### src/hdl/audio_sync_map.vh
// register offsets, field positions, reset values and timing counts
`ifndef AUDIO_SYNC_MAP_VH
`define AUDIO_SYNC_MAP_VH

`define A_CTRL 8'h00
`define A_BASE 8'h04
`define A_PLAY 8'h08
`define A_COARSE 8'h0C
`define A_FINE 8'h10
`define A_STATUS 8'h14
`define A_REF_RATE 8'h18
`define A_SPDIF_RATE 8'h1C
`define A_INT_RATE 8'h20

`define F_AUTO 0
`define F_PREF_LO 1
`define F_PREF_HI 2
`define F_SPIN_LO 3
`define F_SPIN_HI 4
`define F_OPT_OUT 5
`define F_BASE_WCK 6
`define F_EXP_SEL 7
`define F_SYN_EN 8
`define F_COARSE_ACT 9
`define F_FINE_ACT 10
`define F_PRESET_LO 11
`define F_PRESET_HI 13
`define F_MULT_LO 14
`define F_MULT_HI 15
`define CTRL_W 16

`define RST_CTRL 16'h0000
`define RST_RATE 18'h0_BB80
`define RATE_MIN 18'h0_6D60
`define RATE_MAX 18'h3_0D40
`define RATE_48K 18'h0_BB80
`define RATE_96K 18'h1_7700
`define RATE_TOL 18'h0_01F4

`define ST_NOLOCK 2'h0
`define ST_LOCK 2'h1
`define ST_SYNC 2'h2
`define REF_WCK 2'h0
`define REF_OPT 2'h1
`define REF_SPDIF 2'h2
`define REF_NONE 2'h3

`define PRE_NONE 3'h0
`define PRE_UP_SMALL 3'h1
`define PRE_DN_SMALL 3'h2
`define PRE_UP_BIG 3'h3
`define PRE_DN_BIG 3'h4
`define DIV_SMALL 20'h0_03E8
`define DIV_BIG 20'h0_0019

`define CLK_MHZ 125
`define GATE_MS 1000
`define GATE_CYC 27'h773_5940
`define NCO_HALF 27'h3B9_ACA0

`endif

### src/hdl/audio_sync_source_select.v
// sample clock source selection, rate synthesis and sync monitoring
`timescale 1ns/1ps
`default_nettype none
`include "audio_sync_map.vh"

// Function
// - two clock modes: internal clock, or automatic following the preferred input.
// - automatic mode falls back to next valid input when preferred one fails.
// - only word clock, optical multichannel and S/PDIF inputs are candidates.
// - each candidate reports no lock, lock, or sync state.
// - active reference and its measured rate are reported.
// - system status shows master or slave.
// - word clock out equals sample rate, or base rate 32-48k if option set.
// - four-way S/PDIF receiver source select.
// - S/PDIF always on coax out, also optical out when selected.
// - S/PDIF input rate measured regardless of reference.
// - expansion option takes multichannel data from internal connector.
// - synthesized rate only applies in internal-clock mode, this card only.
// - synthesizer enable gates all synth settings, else standard rate.
// - synth rate = base times multiplier plus active fader offsets.
// - coarse and fine offsets in 1 Hz steps, each gated by its flag.
// - preset pull up/down rates of 0.1% and 4%.
// - settings act at once without commit; avoid changes while streaming.
// - no valid input in automatic mode gives internal clock and master.
// - follow an input only when its rate matches playback rate.
module audio_sync_source_select #(
    parameter [26:0] GATE_CYCLES = `GATE_CYC
) (
    input wire CLK_I,
    input wire RESET_I,
    input wire PSEL_I,
    input wire PENABLE_I,
    input wire PWRITE_I,
    input wire [7:0] PADDR_I,
    input wire [31:0] PWDATA_I,
    output wire [31:0] PRDATA_O,
    output wire PREADY_O,
    output wire PSLVERR_O,
    input wire WCK_IN_I,
    input wire OPT_IN_I,
    input wire EXP_IN_I,
    input wire SPDIF_OPT_I,
    input wire SPDIF_COAX_I,
    input wire SPDIF_INT_I,
    input wire SPDIF_AES_I,
    input wire SPDIF_TX_I,
    input wire OPT_TX_I,
    output wire SPDIF_COAX_O,
    output wire OPT_OUT_O,
    output wire SPDIF_RX_O,
    output wire WCK_OUT_O,
    output wire SLAVE_O,
    output wire [1:0] REF_SEL_O,
    output wire [17:0] SAMPLE_RATE_O
);

    function in_range;
        input [17:0] r;
        begin
            in_range = (r >= `RATE_MIN) && (r <= `RATE_MAX);
        end
    endfunction

    function close_to;
        input [17:0] a;
        input [17:0] b;
        begin
            close_to = (a > b) ? (a - b <= `RATE_TOL) : (b - a <= `RATE_TOL);
        end
    endfunction

    reg [`CTRL_W-1:0] ctrl_ff;
    reg [17:0] base_ff, play_ff;
    reg [15:0] coarse_ff, fine_ff;
    reg [31:0] prdata_ff;
    reg pready_ff, pslverr_ff;
    reg [6:0] pin_s1_ff, pin_s2_ff;
    reg [17:0] synth_ff;
    reg [1:0] ref_ff;
    reg slave_ff;
    reg [26:0] gate_ff;
    reg [26:0] nco_ff;
    reg wck_ff, coax_ff, optout_ff, sprx_ff;
    reg [17:0] rate_out_ff;

    wire auto_mode = ctrl_ff[`F_AUTO];
    wire [1:0] pref = ctrl_ff[`F_PREF_HI:`F_PREF_LO];
    wire [1:0] spin = ctrl_ff[`F_SPIN_HI:`F_SPIN_LO];
    wire [2:0] preset = ctrl_ff[`F_PRESET_HI:`F_PRESET_LO];
    wire [1:0] mult = ctrl_ff[`F_MULT_HI:`F_MULT_LO];
    wire gate_tick = (gate_ff == GATE_CYCLES - 27'h000_0001);

    // candidate inputs after synchronisers
    reg spdif_src;
    always @* begin
        case (spin)
            2'h0: spdif_src = pin_s2_ff[3];
            2'h1: spdif_src = pin_s2_ff[4];
            2'h2: spdif_src = pin_s2_ff[5];
            default: spdif_src = pin_s2_ff[6];
        endcase
    end
    wire opt_src = ctrl_ff[`F_EXP_SEL] ? pin_s2_ff[2] : pin_s2_ff[1];
    wire [2:0] src = {spdif_src, opt_src, pin_s2_ff[0]};

    always @(posedge CLK_I) begin
        if (RESET_I) begin
            pin_s1_ff <= 7'h00;
            pin_s2_ff <= 7'h00;
        end else begin
            pin_s1_ff <= {SPDIF_AES_I, SPDIF_INT_I, SPDIF_COAX_I, SPDIF_OPT_I, EXP_IN_I, OPT_IN_I, WCK_IN_I};
            pin_s2_ff <= pin_s1_ff;
        end
    end

    always @(posedge CLK_I) begin
        if (RESET_I || gate_tick)
            gate_ff <= 27'h000_0000;
        else
            gate_ff <= gate_ff + 27'h000_0001;
    end

    // per-input edge counting over the gate window
    wire [53:0] rate_all;
    wire [2:0] valid;
    wire [2:0] ok;
    genvar i;
    generate
        for (i = 0; i < 3; i = i + 1) begin : g_in
            reg prev_ff;
            reg [17:0] cnt_ff, rate_ff;
            wire edge_seen = src[i] && !prev_ff;
            always @(posedge CLK_I) begin
                if (RESET_I) begin
                    prev_ff <= 1'b0;
                    cnt_ff <= 18'h0_0000;
                    rate_ff <= 18'h0_0000;
                end else begin
                    prev_ff <= src[i];
                    if (gate_tick) begin
                        rate_ff <= cnt_ff;
                        cnt_ff <= {17'h0_0000, edge_seen};
                    end else if (edge_seen && cnt_ff != 18'h3_FFFF) begin
                        cnt_ff <= cnt_ff + 18'h0_0001;
                    end
                end
            end
            assign rate_all[i*18 +: 18] = rate_ff;
            assign valid[i] = in_range(rate_ff);
            assign ok[i] = valid[i] && close_to(rate_ff, play_ff);
        end
    endgenerate

    // rate synthesizer
    reg [19:0] scaled, preset_rate;
    reg [20:0] sum;
    always @* begin
        case (mult)
            2'h1: scaled = {1'b0, base_ff, 1'b0};
            2'h2: scaled = {base_ff, 2'h0};
            default: scaled = {2'h0, base_ff};
        endcase
        case (preset)
            `PRE_UP_SMALL: preset_rate = scaled + scaled / `DIV_SMALL;
            `PRE_DN_SMALL: preset_rate = scaled - scaled / `DIV_SMALL;
            `PRE_UP_BIG: preset_rate = scaled + scaled / `DIV_BIG;
            `PRE_DN_BIG: preset_rate = scaled - scaled / `DIV_BIG;
            default: preset_rate = scaled;
        endcase
        sum = {1'b0, preset_rate};
        if (ctrl_ff[`F_COARSE_ACT])
            sum = sum + {{5{coarse_ff[15]}}, coarse_ff};
        if (ctrl_ff[`F_FINE_ACT])
            sum = sum + {{5{fine_ff[15]}}, fine_ff};
    end

    // internal rate: synthesizer only when enabled and in internal mode
    wire [17:0] int_rate = (!auto_mode && ctrl_ff[`F_SYN_EN]) ? synth_ff : play_ff;

    // reference scan: preferred input first, then the others in turn
    reg [1:0] c0, c1, c2, nxt_ref;
    reg nxt_slave;
    always @* begin
        c0 = (pref == `REF_NONE) ? `REF_WCK : pref;
        c1 = (c0 == `REF_SPDIF) ? `REF_WCK : c0 + 2'h1;
        c2 = (c1 == `REF_SPDIF) ? `REF_WCK : c1 + 2'h1;
        nxt_ref = `REF_NONE;
        nxt_slave = 1'b0;
        if (auto_mode) begin
            if (ok[c0]) begin
                nxt_ref = c0;
                nxt_slave = 1'b1;
            end else if (ok[c1]) begin
                nxt_ref = c1;
                nxt_slave = 1'b1;
            end else if (ok[c2]) begin
                nxt_ref = c2;
                nxt_slave = 1'b1;
            end // else internal clock, master
        end
    end

    wire [17:0] ref_rate = slave_ff ? rate_all[ref_ff*18 +: 18] : 18'h0_0000;
    wire [17:0] act_rate = slave_ff ? ref_rate : int_rate;

    // per-input state
    reg [5:0] st;
    integer k;
    always @* begin
        st = 6'h00;
        for (k = 0; k < 3; k = k + 1) begin
            if (valid[k] && close_to(rate_all[k*18 +: 18], act_rate))
                st[k*2 +: 2] = `ST_SYNC;
            else if (valid[k])
                st[k*2 +: 2] = `ST_LOCK;
        end
    end

    // word clock output rate
    wire [17:0] wck_rate = !ctrl_ff[`F_BASE_WCK] ? act_rate :
        (act_rate > `RATE_96K) ? {2'h0, act_rate[17:2]} :
        (act_rate > `RATE_48K) ? {1'b0, act_rate[17:1]} : act_rate;
    wire [26:0] nco_sum = nco_ff + {9'h000, wck_rate};

    always @(posedge CLK_I) begin
        if (RESET_I) begin
            synth_ff <= `RST_RATE;
            ref_ff <= `REF_NONE;
            slave_ff <= 1'b0;
            nco_ff <= 27'h000_0000;
            wck_ff <= 1'b0;
            coax_ff <= 1'b0;
            optout_ff <= 1'b0;
            sprx_ff <= 1'b0;
            rate_out_ff <= `RST_RATE;
        end else begin
            synth_ff <= sum[17:0];
            ref_ff <= nxt_ref;
            slave_ff <= nxt_slave;
            rate_out_ff <= act_rate;
            if (nco_sum >= `NCO_HALF) begin
                nco_ff <= nco_sum - `NCO_HALF;
                wck_ff <= !wck_ff;
            end else begin
                nco_ff <= nco_sum;
            end
            coax_ff <= SPDIF_TX_I;
            optout_ff <= ctrl_ff[`F_OPT_OUT] ? SPDIF_TX_I : OPT_TX_I;
            sprx_ff <= spdif_src;
        end
    end

    // apb slave, one wait state
    wire acc = PSEL_I && PENABLE_I && pready_ff;
    reg [31:0] rd;
    reg hit;
    always @* begin
        rd = 32'h0000_0000;
        hit = 1'b1;
        case (PADDR_I)
            `A_CTRL: rd = {16'h0000, ctrl_ff};
            `A_BASE: rd = {14'h0000, base_ff};
            `A_PLAY: rd = {14'h0000, play_ff};
            `A_COARSE: rd = {16'h0000, coarse_ff};
            `A_FINE: rd = {16'h0000, fine_ff};
            `A_STATUS: rd = {23'h00_0000, slave_ff, ref_ff, st};
            `A_REF_RATE: rd = {14'h0000, ref_rate};
            `A_SPDIF_RATE: rd = {14'h0000, rate_all[53:36]};
            `A_INT_RATE: rd = {14'h0000, int_rate};
            default: hit = 1'b0;
        endcase
    end

    always @(posedge CLK_I) begin
        if (RESET_I) begin
            ctrl_ff <= `RST_CTRL;
            base_ff <= `RST_RATE;
            play_ff <= `RST_RATE;
            coarse_ff <= 16'h0000;
            fine_ff <= 16'h0000;
            pready_ff <= 1'b0;
            pslverr_ff <= 1'b0;
            prdata_ff <= 32'h0000_0000;
        end else begin
            pready_ff <= PSEL_I && PENABLE_I && !pready_ff;
            pslverr_ff <= PSEL_I && PENABLE_I && !pready_ff && !hit;
            prdata_ff <= (PSEL_I && PENABLE_I && !pready_ff && !PWRITE_I) ? rd : 32'h0000_0000;
            if (acc && PWRITE_I) begin
                case (PADDR_I)
                    `A_CTRL: ctrl_ff <= PWDATA_I[`CTRL_W-1:0];
                    `A_BASE: base_ff <= PWDATA_I[17:0];
                    `A_PLAY: play_ff <= PWDATA_I[17:0];
                    `A_COARSE: coarse_ff <= PWDATA_I[15:0];
                    `A_FINE: fine_ff <= PWDATA_I[15:0];
                    default: ;
                endcase
            end
        end
    end

    assign PRDATA_O = prdata_ff;
    assign PREADY_O = pready_ff;
    assign PSLVERR_O = pslverr_ff;
    assign SPDIF_COAX_O = coax_ff;
    assign OPT_OUT_O = optout_ff;
    assign SPDIF_RX_O = sprx_ff;
    assign WCK_OUT_O = wck_ff;
    assign SLAVE_O = slave_ff;
    assign REF_SEL_O = ref_ff;
    assign SAMPLE_RATE_O = rate_out_ff;

endmodule // audio_sync_source_select
`default_nettype wire

### config.mk
export PLATFORM = sky130hd
export DESIGN_NAME = audio_sync_source_select
export DESIGN_NICKNAME = d
export VERILOG_FILES = /design/src/hdl/audio_sync_source_select.v
export VERILOG_INCLUDE_DIRS = /design/src /design/src/hdl
export SDC_FILE = /design/constraint.sdc
export NUM_CORES = 2
export LEC_CHECK = 0
export BUFFER_PORTS_ARGS = -buffer_cell sky130_fd_sc_hd__buf_2
export CORE_ASPECT_RATIO = 0.5
export CORE_UTILIZATION = 55
export CTS_BUF_LIST = sky130_fd_sc_hd__clkbuf_4 sky130_fd_sc_hd__clkbuf_8
export DETAILED_ROUTE_END_ITERATION = 6
export PLACE_DENSITY = 0.77
export SLEW_MARGIN = 20
export SYNTH_ARGS = -nofsm -noshare
export SYNTH_HDL_FRONTEND = slang
export SYNTH_SLANG_ARGS = --single-unit
### constraint.sdc
create_clock -name CLK_I -period 22.7 [get_ports CLK_I]
set_input_delay 2.27 -clock CLK_I [delete_from_list [all_inputs] [get_ports CLK_I]]
set_output_delay 2.27 -clock CLK_I [all_outputs]
set_load 0.02 [all_outputs]
**After elaboration in Yosys (flattened, before gate mapping)**

Index checks and enable logic that the tools add are counted.

- Register bits after elaboration: 339
- Bits of input ports: 54
- Output and inout bits: 59
- Logic and storage cells: 210

- Add/sub/neg operators: 26
- Multiply operators: 1
- Divide/modulo/power cells: 2
- Order comparisons: 30
- Equality and inequality tests: 23
- Shift-type cells: 1
- Multiplexer cells: 49
- Bitwise logic cells: 2
- Reduce and logical (&&, ||, !) cells: 45

Operator list:

| kind | number |
|---|---|
| subtractor 18 bit | 14 |
| <= comparator 18 x 9 -> 1 bit, second input constant | 12 |
| case mux 18 bit (9 select lines) | 1 |
| two-way mux 18 bit | 8 |
| > comparator 18 bit | 6 |
| adder 18 bit | 4 |
| case mux 18 bit (4 select lines) | 1 |
| adder 18 x 1 -> 18 bit, second input constant | 3 |
| >= comparator 18 x 15 -> 1 bit, second input constant | 3 |
| <= comparator 18 bit, second input constant | 3 |
| inequality test 18 bit, second input constant | 3 |
| variable part select 54 x 8 -> 18 bit | 1 |
| case mux 20 bit (2 select lines) | 1 |
| equality test 8 x 5 -> 1 bit, second input constant | 4 |
| adder 27 x 1 -> 27 bit, second input constant | 1 |
| adder 27 x 18 -> 27 bit | 1 |
| equality test 27 bit, second input constant | 1 |
| >= comparator 27 x 26 -> 1 bit, second input constant | 1 |
| two-way mux 27 bit | 1 |
| subtractor 27 x 26 -> 27 bit, second input constant | 1 |
| two-way mux 1 bit | 24 |
| logical AND 1 bit | 22 |
| divider 20 x 10 -> 20 bit, second input constant | 1 |
| divider 20 x 5 -> 20 bit, second input constant | 1 |
| other kinds (25) | 61 |

**Longest topological paths before layout**

- Depth after elaboration: 11
- Depth in mapped cells: 87
- Mapped depth without buffers: 82

**Worst setup path after synthesis**

No wires, ideal clock.

- Path type: flip-flop to flip-flop
- Start point: register ctrl_ff[14]
- End point: register synth_ff[17]
- Library setup time: 101 ps
- Data arrival time: 16127 ps
- Data required time: 22599 ps
- Path slack: 6472 ps
- Cell stages (with the launch flop): 80
- Buffers on the path: 3
- Period minus slack after synthesis: 16228 ps
- Cells stage by stage: dfxtp_1 inv_1 ha_1 buf_4 a221oi_1 o22ai_1 o32a_1 or2_1 a22oi_2 mux2_4 a211oi_4 o211ai_2 or4_1 buf_2 o2111a_2 or4_4 a21boi_1 nor2b_1 [44 not listed] mux2_2 ha_1 o21a_1 o21a_1 o21a_1 o21a_1 o21a_1 o21a_1 nor2_1 nor2_1 o21ai_0 nand2b_1 a21oi_1 xnor2_1 nand2_1 xnor2_1 nand2_1 o41ai_1

- Longest elaborated chain between the ends: 9
- Elaborated cells on any way between the ends: 14
- Classes of those cells: add/sub: 6; div: 2; eq/ne: 2; mux: 4

Ends and longest elaborated chain:

| what | line | RTL |
|---|---|---|
| start: declaration | audio_sync_source_select.v:72 | `` reg [`CTRL_W-1:0] ctrl_ff; `` |
| start signal: assignment | audio_sync_source_select.v:276 | `` ctrl_ff <= `RST_CTRL; `` |
| start signal: assignment | audio_sync_source_select.v:290 | `` `A_CTRL: ctrl_ff <= PWDATA_I[`CTRL_W-1:0]; `` |
| equality test 2 bit / equality test 2 x 1 -> 1 bit (equally long branches) | audio_sync_source_select.v:158 | `case (mult)` |
| case mux 20 bit (2 select lines) * | audio_sync_source_select.v:158 |  |
| divider 20 x 5 -> 20 bit (no source line) / divider 20 x 10 -> 20 bit (equally long branches) | -- |  |
| subtractor 18 bit (no source line) / adder 18 bit (equally long branches) | -- |  |
| case mux 18 bit (4 select lines) * | audio_sync_source_select.v:163 | `case (preset)` |
| adder 18 bit | audio_sync_source_select.v:172 | `sum = sum + {{5{coarse_ff[15]}}, coarse_ff};` |
| two-way mux 18 bit * | audio_sync_source_select.v:171 | `` if (ctrl_ff[`F_COARSE_ACT]) `` |
| adder 18 bit | audio_sync_source_select.v:174 | `sum = sum + {{5{fine_ff[15]}}, fine_ff};` |
| two-way mux 18 bit * | audio_sync_source_select.v:173 | `` if (ctrl_ff[`F_FINE_ACT]) `` |
| end signal: assignment | audio_sync_source_select.v:227 | `` synth_ff <= `RST_RATE; `` |
| end signal: assignment | audio_sync_source_select.v:237 | `synth_ff <= sum[17:0];` |
| end: declaration | audio_sync_source_select.v:78 | `reg [17:0] synth_ff;` |

Mark *: on every way between the ends. The rest lies on a longest branch, timed or not.
A chain may end at the register's enable or synchronous reset.

**Final worst setup path**

Same ends and word-level chain as after synthesis.

==> impl_metrics.py <==
metrics = {
    "clock_network": {
        "cts_inserted_buffers": 51,
        "path_clk_slew_ps": 70,
        "post-cts-setup-buffer-count": 0,
        "cts_max_path_buffers": 3,
        "clk_lat_worst_skew_ps": 630,
        "cts_max_level": 2,
        "cts_tree": "yes",
        "clock-root-buffer": "sky130_fd_sc_hd__clkbuf_8",
        "cts_hold_buf": 0,
        "post_cts_resized": 0,
        "cts_num_sinks": 325,
    },
    "power_and_ir_drop": {
        "power.clock.fraction_pct": 43.7,
        "power_switching_share_pct": 25.9,
        "total_leakage_power_nw": 13.4,
        "final_total_power_mw": 1.25,
        "power.sequential.fraction_pct": 46.6,
        "p_sw_mw": 0.325,
        "p_int_mw": 0.926,
        "pwr_density_cell_mw_per_mm2": 37.1,
        "power_frac_comb_pct": 9.7,
        "vdd_ir_drop_max_mv": 0.0507,
    },
    "placed_design": {
        "numPortBuffers": 84,
        "gpl.final_weighted_congestion": 0.997,
        "placed_wire_length_estimate_um": 78000,
        "placed_cells": 5019,
    },
    "finish": {
        "design.final.nets": 4668,
        "final_cell_mix": "sky130_fd_sc_hd__nand2_1, sky130_fd_sc_hd__a21oi_1, sky130_fd_sc_hd__nor2_1",
        "mostFrequentLayoutCell": "sky130_fd_sc_hd__nand2_1",
        "synthToLayoutAreaGrowth_pct": 6.18,
        "final_layout_size_suffix_gt1_share_pct": 7.42,
        "post-route-util_pct": 59.9,
        "fin_cells": 5112,
    },
    "sta": {
        "post_route_fraction_of_the_period_consumed_by_the_critical_path_pct": 89.0,
        "timing.max_slew.rel_slack_pct": 24.8,
        "worst_pin_slew_ps": 1120,
        "rsz0062_at_grt": "no",
        "setup-violations-final": 0,
        "slew_violations": 0,
        "finalCriticalPeriod_ps": 20200,
        "timing.clock.skew_ps": 41.6,
        "hold_slack_ps": 439,
        "number_of_endpoints_with_negative_hold_slack_in_the_final_report": 0,
        "maxClockFrequency_ghz": 0.0495,
        "setup_tns_ps": 0,
    },
    "drt": {
        "avgViaCountPerCell": 6.38,
        "drt-total-wl_um": 102000,
        "detail_route.iter0.violations": 3172,
        "wl_per_cell_um": 19.9,
        "drt-pass1-iter-count": 7,
        "drt.antenna.violating_nets": 0,
        "drc": 32,
        "via_total_after_detailed_routing": 32594,
    },
    "floorplan": {
        "rows": 61,
        "fp.dieW_um": 342,
        "dieArea_mm2": 0.0588,
        "io_pins": 113,
        "dieHeight_um": 172,
        "initial_core_util_pct": 56.4,
        "core_area_mm2": 0.0563,
    },
    "yosys": {
        "synthesis.yosys.warnings": 0,
        "ys_seq_area_share_pct": 20.5,
        "synth_ff_type": "sky130_fd_sc_hd__dfxtp_1",
        "synth.cell_area_mm2": 0.0318,
        "synth_top_cells_by_area": "sky130_fd_sc_hd__dfxtp_1, sky130_fd_sc_hd__ha_1, sky130_fd_sc_hd__nand2_1",
        "synthCells": 4337,
        "synth.distinct_cells": 118,
        "netlist.top_cell.by_area": "sky130_fd_sc_hd__dfxtp_1",
        "syn-mean-instance-area_um2": 7.33,
        "ys_async_sr_fraction_pct": 0,
        "ys_ff_latch": 325,
        "synth_top_cell_area_share_pct": 20.5,
        "synth-edff-count": 0,
    },
    "global_routing": {
        "grt_overflow": 0,
        "first_global_vias": 29687,
        "number_of_antenna_violations_at_the_first_check_in_global_routing": 3,
        "pin_count_of_the_biggest_net_entering_global_routing": 83,
        "track_usage_pct": 33.0,
        "grt_pass1_wl_um": 157000,
    },
    "critical_path": {
        "cp_max_fo": 54,
        "setup.worst_path.class": "flip-flop to flip-flop",
        "biggest_cell_delay_along_the_critical_path_ps": 630,
        "end_kind": "flip-flop",
        "cp_data_arrival_time_ps": 20710,
        "crit_path_start_kind": "flip-flop",
        "critical-path-top-cell-by-count": "sky130_fd_sc_hd__ha_1",
        "cpMaxStageDelayCell": "sky130_fd_sc_hd__a31oi_2",
        "timing.critical_path.required_ps": 23220,
    },
    "status": {
        "status": "complete, but fails checks",
        "failing_checks": "DRC",
    },
    "hold_path": {
        "holdCritPathClass": "flip-flop to flip-flop",
    },
    "job": {
        "drv.max_cap_violation_count": 0,
    },
}
-- stage by stage --
step | instance area [um^2] | setup slack [ps]
floorplan | 31800 | 6470
global placement | 32600 | 3320
detailed placement | 32600 | 2910
CTS | 33800 | 2810
global route | 33800 | 1070
finish | 33800 | 2500
-- power groups by stage --
stage / clock, mW / combinational [mW] / sequential, mW
floorplan: 0 / 0.0943 / 0.595
global placement: 0 / 0.116 / 0.595
detailed placement: 0 / 0.120 / 0.596
CTS: 0.553 / 0.121 / 0.583
global route: 0.583 / 0.136 / 0.584
finish: 0.546 / 0.122 / 0.583
-- cells by family after synthesis --
kind of cell    count (synthesis)  share of synthesized area (%)
compound gates               1354                           28.6
xor+xnor                      280                           7.71
fa+ha+maj                     303                           12.0
buf+inv                       413                           5.25
flops                         325                           20.5
mux                            77                           2.56
other cells                     1                         0.0118
simple gates                 1584                           23.4
-- final cells by class --
class                   instances  area, um^2
diodes                          3        7.51
clock buffers                  74         943
clock inverters                16         174
fillers                      5239       22600
inverters                     203         762
multi-input cells            3612       23700
flip-flops and latches        325        6510
well taps                     756         946
repair buffers                123         719
-- metal layers --
layer / vias up / GRT usage, % / routed length, um
met5: - / 0 / 0
met4: 0 / 13.1 / 4040
met3: 230 / 3.97 / 8690
met2: 1452 / 55.2 / 45700
met1: 15320 / 43.4 / 43300
li1: 15592 / - / -
-- synth_stat cells (21+ instances only) --
library cell / n
sky130_fd_sc_hd__a211oi_1: 31
sky130_fd_sc_hd__a21o_1: 112
sky130_fd_sc_hd__a21oi_1: 408
sky130_fd_sc_hd__a221oi_1: 22
sky130_fd_sc_hd__a222oi_1: 25
sky130_fd_sc_hd__a22oi_1: 58
sky130_fd_sc_hd__a31oi_1: 47
sky130_fd_sc_hd__and2_1: 51
sky130_fd_sc_hd__and3_1: 49
sky130_fd_sc_hd__buf_4: 21
sky130_fd_sc_hd__clkbuf_1: 164
sky130_fd_sc_hd__dfxtp_1: 325
sky130_fd_sc_hd__ha_1: 294
sky130_fd_sc_hd__inv_1: 195
sky130_fd_sc_hd__mux2i_1: 57
sky130_fd_sc_hd__nand2_1: 602
sky130_fd_sc_hd__nand2b_1: 51
sky130_fd_sc_hd__nand3_1: 106
sky130_fd_sc_hd__nand4_1: 47
sky130_fd_sc_hd__nor2_1: 352
sky130_fd_sc_hd__nor2b_1: 77
sky130_fd_sc_hd__nor3_1: 85
sky130_fd_sc_hd__nor4_1: 35
sky130_fd_sc_hd__o211ai_1: 38
sky130_fd_sc_hd__o21a_1: 57
sky130_fd_sc_hd__o21ai_0: 215
sky130_fd_sc_hd__o21ai_1: 21
sky130_fd_sc_hd__o21bai_1: 40
sky130_fd_sc_hd__o22ai_1: 31
sky130_fd_sc_hd__o31ai_1: 23
sky130_fd_sc_hd__or3_1: 40
sky130_fd_sc_hd__xnor2_1: 158
sky130_fd_sc_hd__xor2_1: 122
-- worst paths after layout --
kind | from | to | slack (ps) | cells past startpoint
worst min register to register | pin_s1_ff[4]$_SDFF_PP0_ | pin_s2_ff[4]$_SDFF_PP0_ | 440 | 1
worst max register to register | ctrl_ff[14]$_SDFFE_PP0P_ | synth_ff[17]$_SDFF_PP0_ | 2500 | 80
worst max-delay path | ctrl_ff[14]$_SDFFE_PP0P_ | synth_ff[17]$_SDFF_PP0_ | 2500 | 80
worst min-delay path | pin_s1_ff[4]$_SDFF_PP0_ | pin_s2_ff[4]$_SDFF_PP0_ | 440 | 1
-- sequential cells by signal (all words and copies together) (netlist names), 16 cells and up --
register       flops
PRDATA_O          18
SAMPLE_RATE_O     18
base_ff           18
close_to.a        18
coarse_ff         16
ctrl_ff           16
fine_ff           16
g_in.cnt_ff       54
g_in.rate_ff      36
gate_ff           27
nco_ff            27
play_ff           18
synth_ff          18
-- worst max-delay path: cells and delay by family, from the launching register on --
| kind | cells | cell delay, ps |
|---|---|---|
| compound gates | 44 | 11550 |
| simple gates | 16 | 3160 |
| fa+ha+maj | 7 | 1960 |
| mux | 4 | 1090 |
| xor+xnor | 6 | 1080 |
| buf+inv | 3 | 760 |
| flops | 1 | 410 |
No activity file was read; power rests on OpenSTA's default activity.
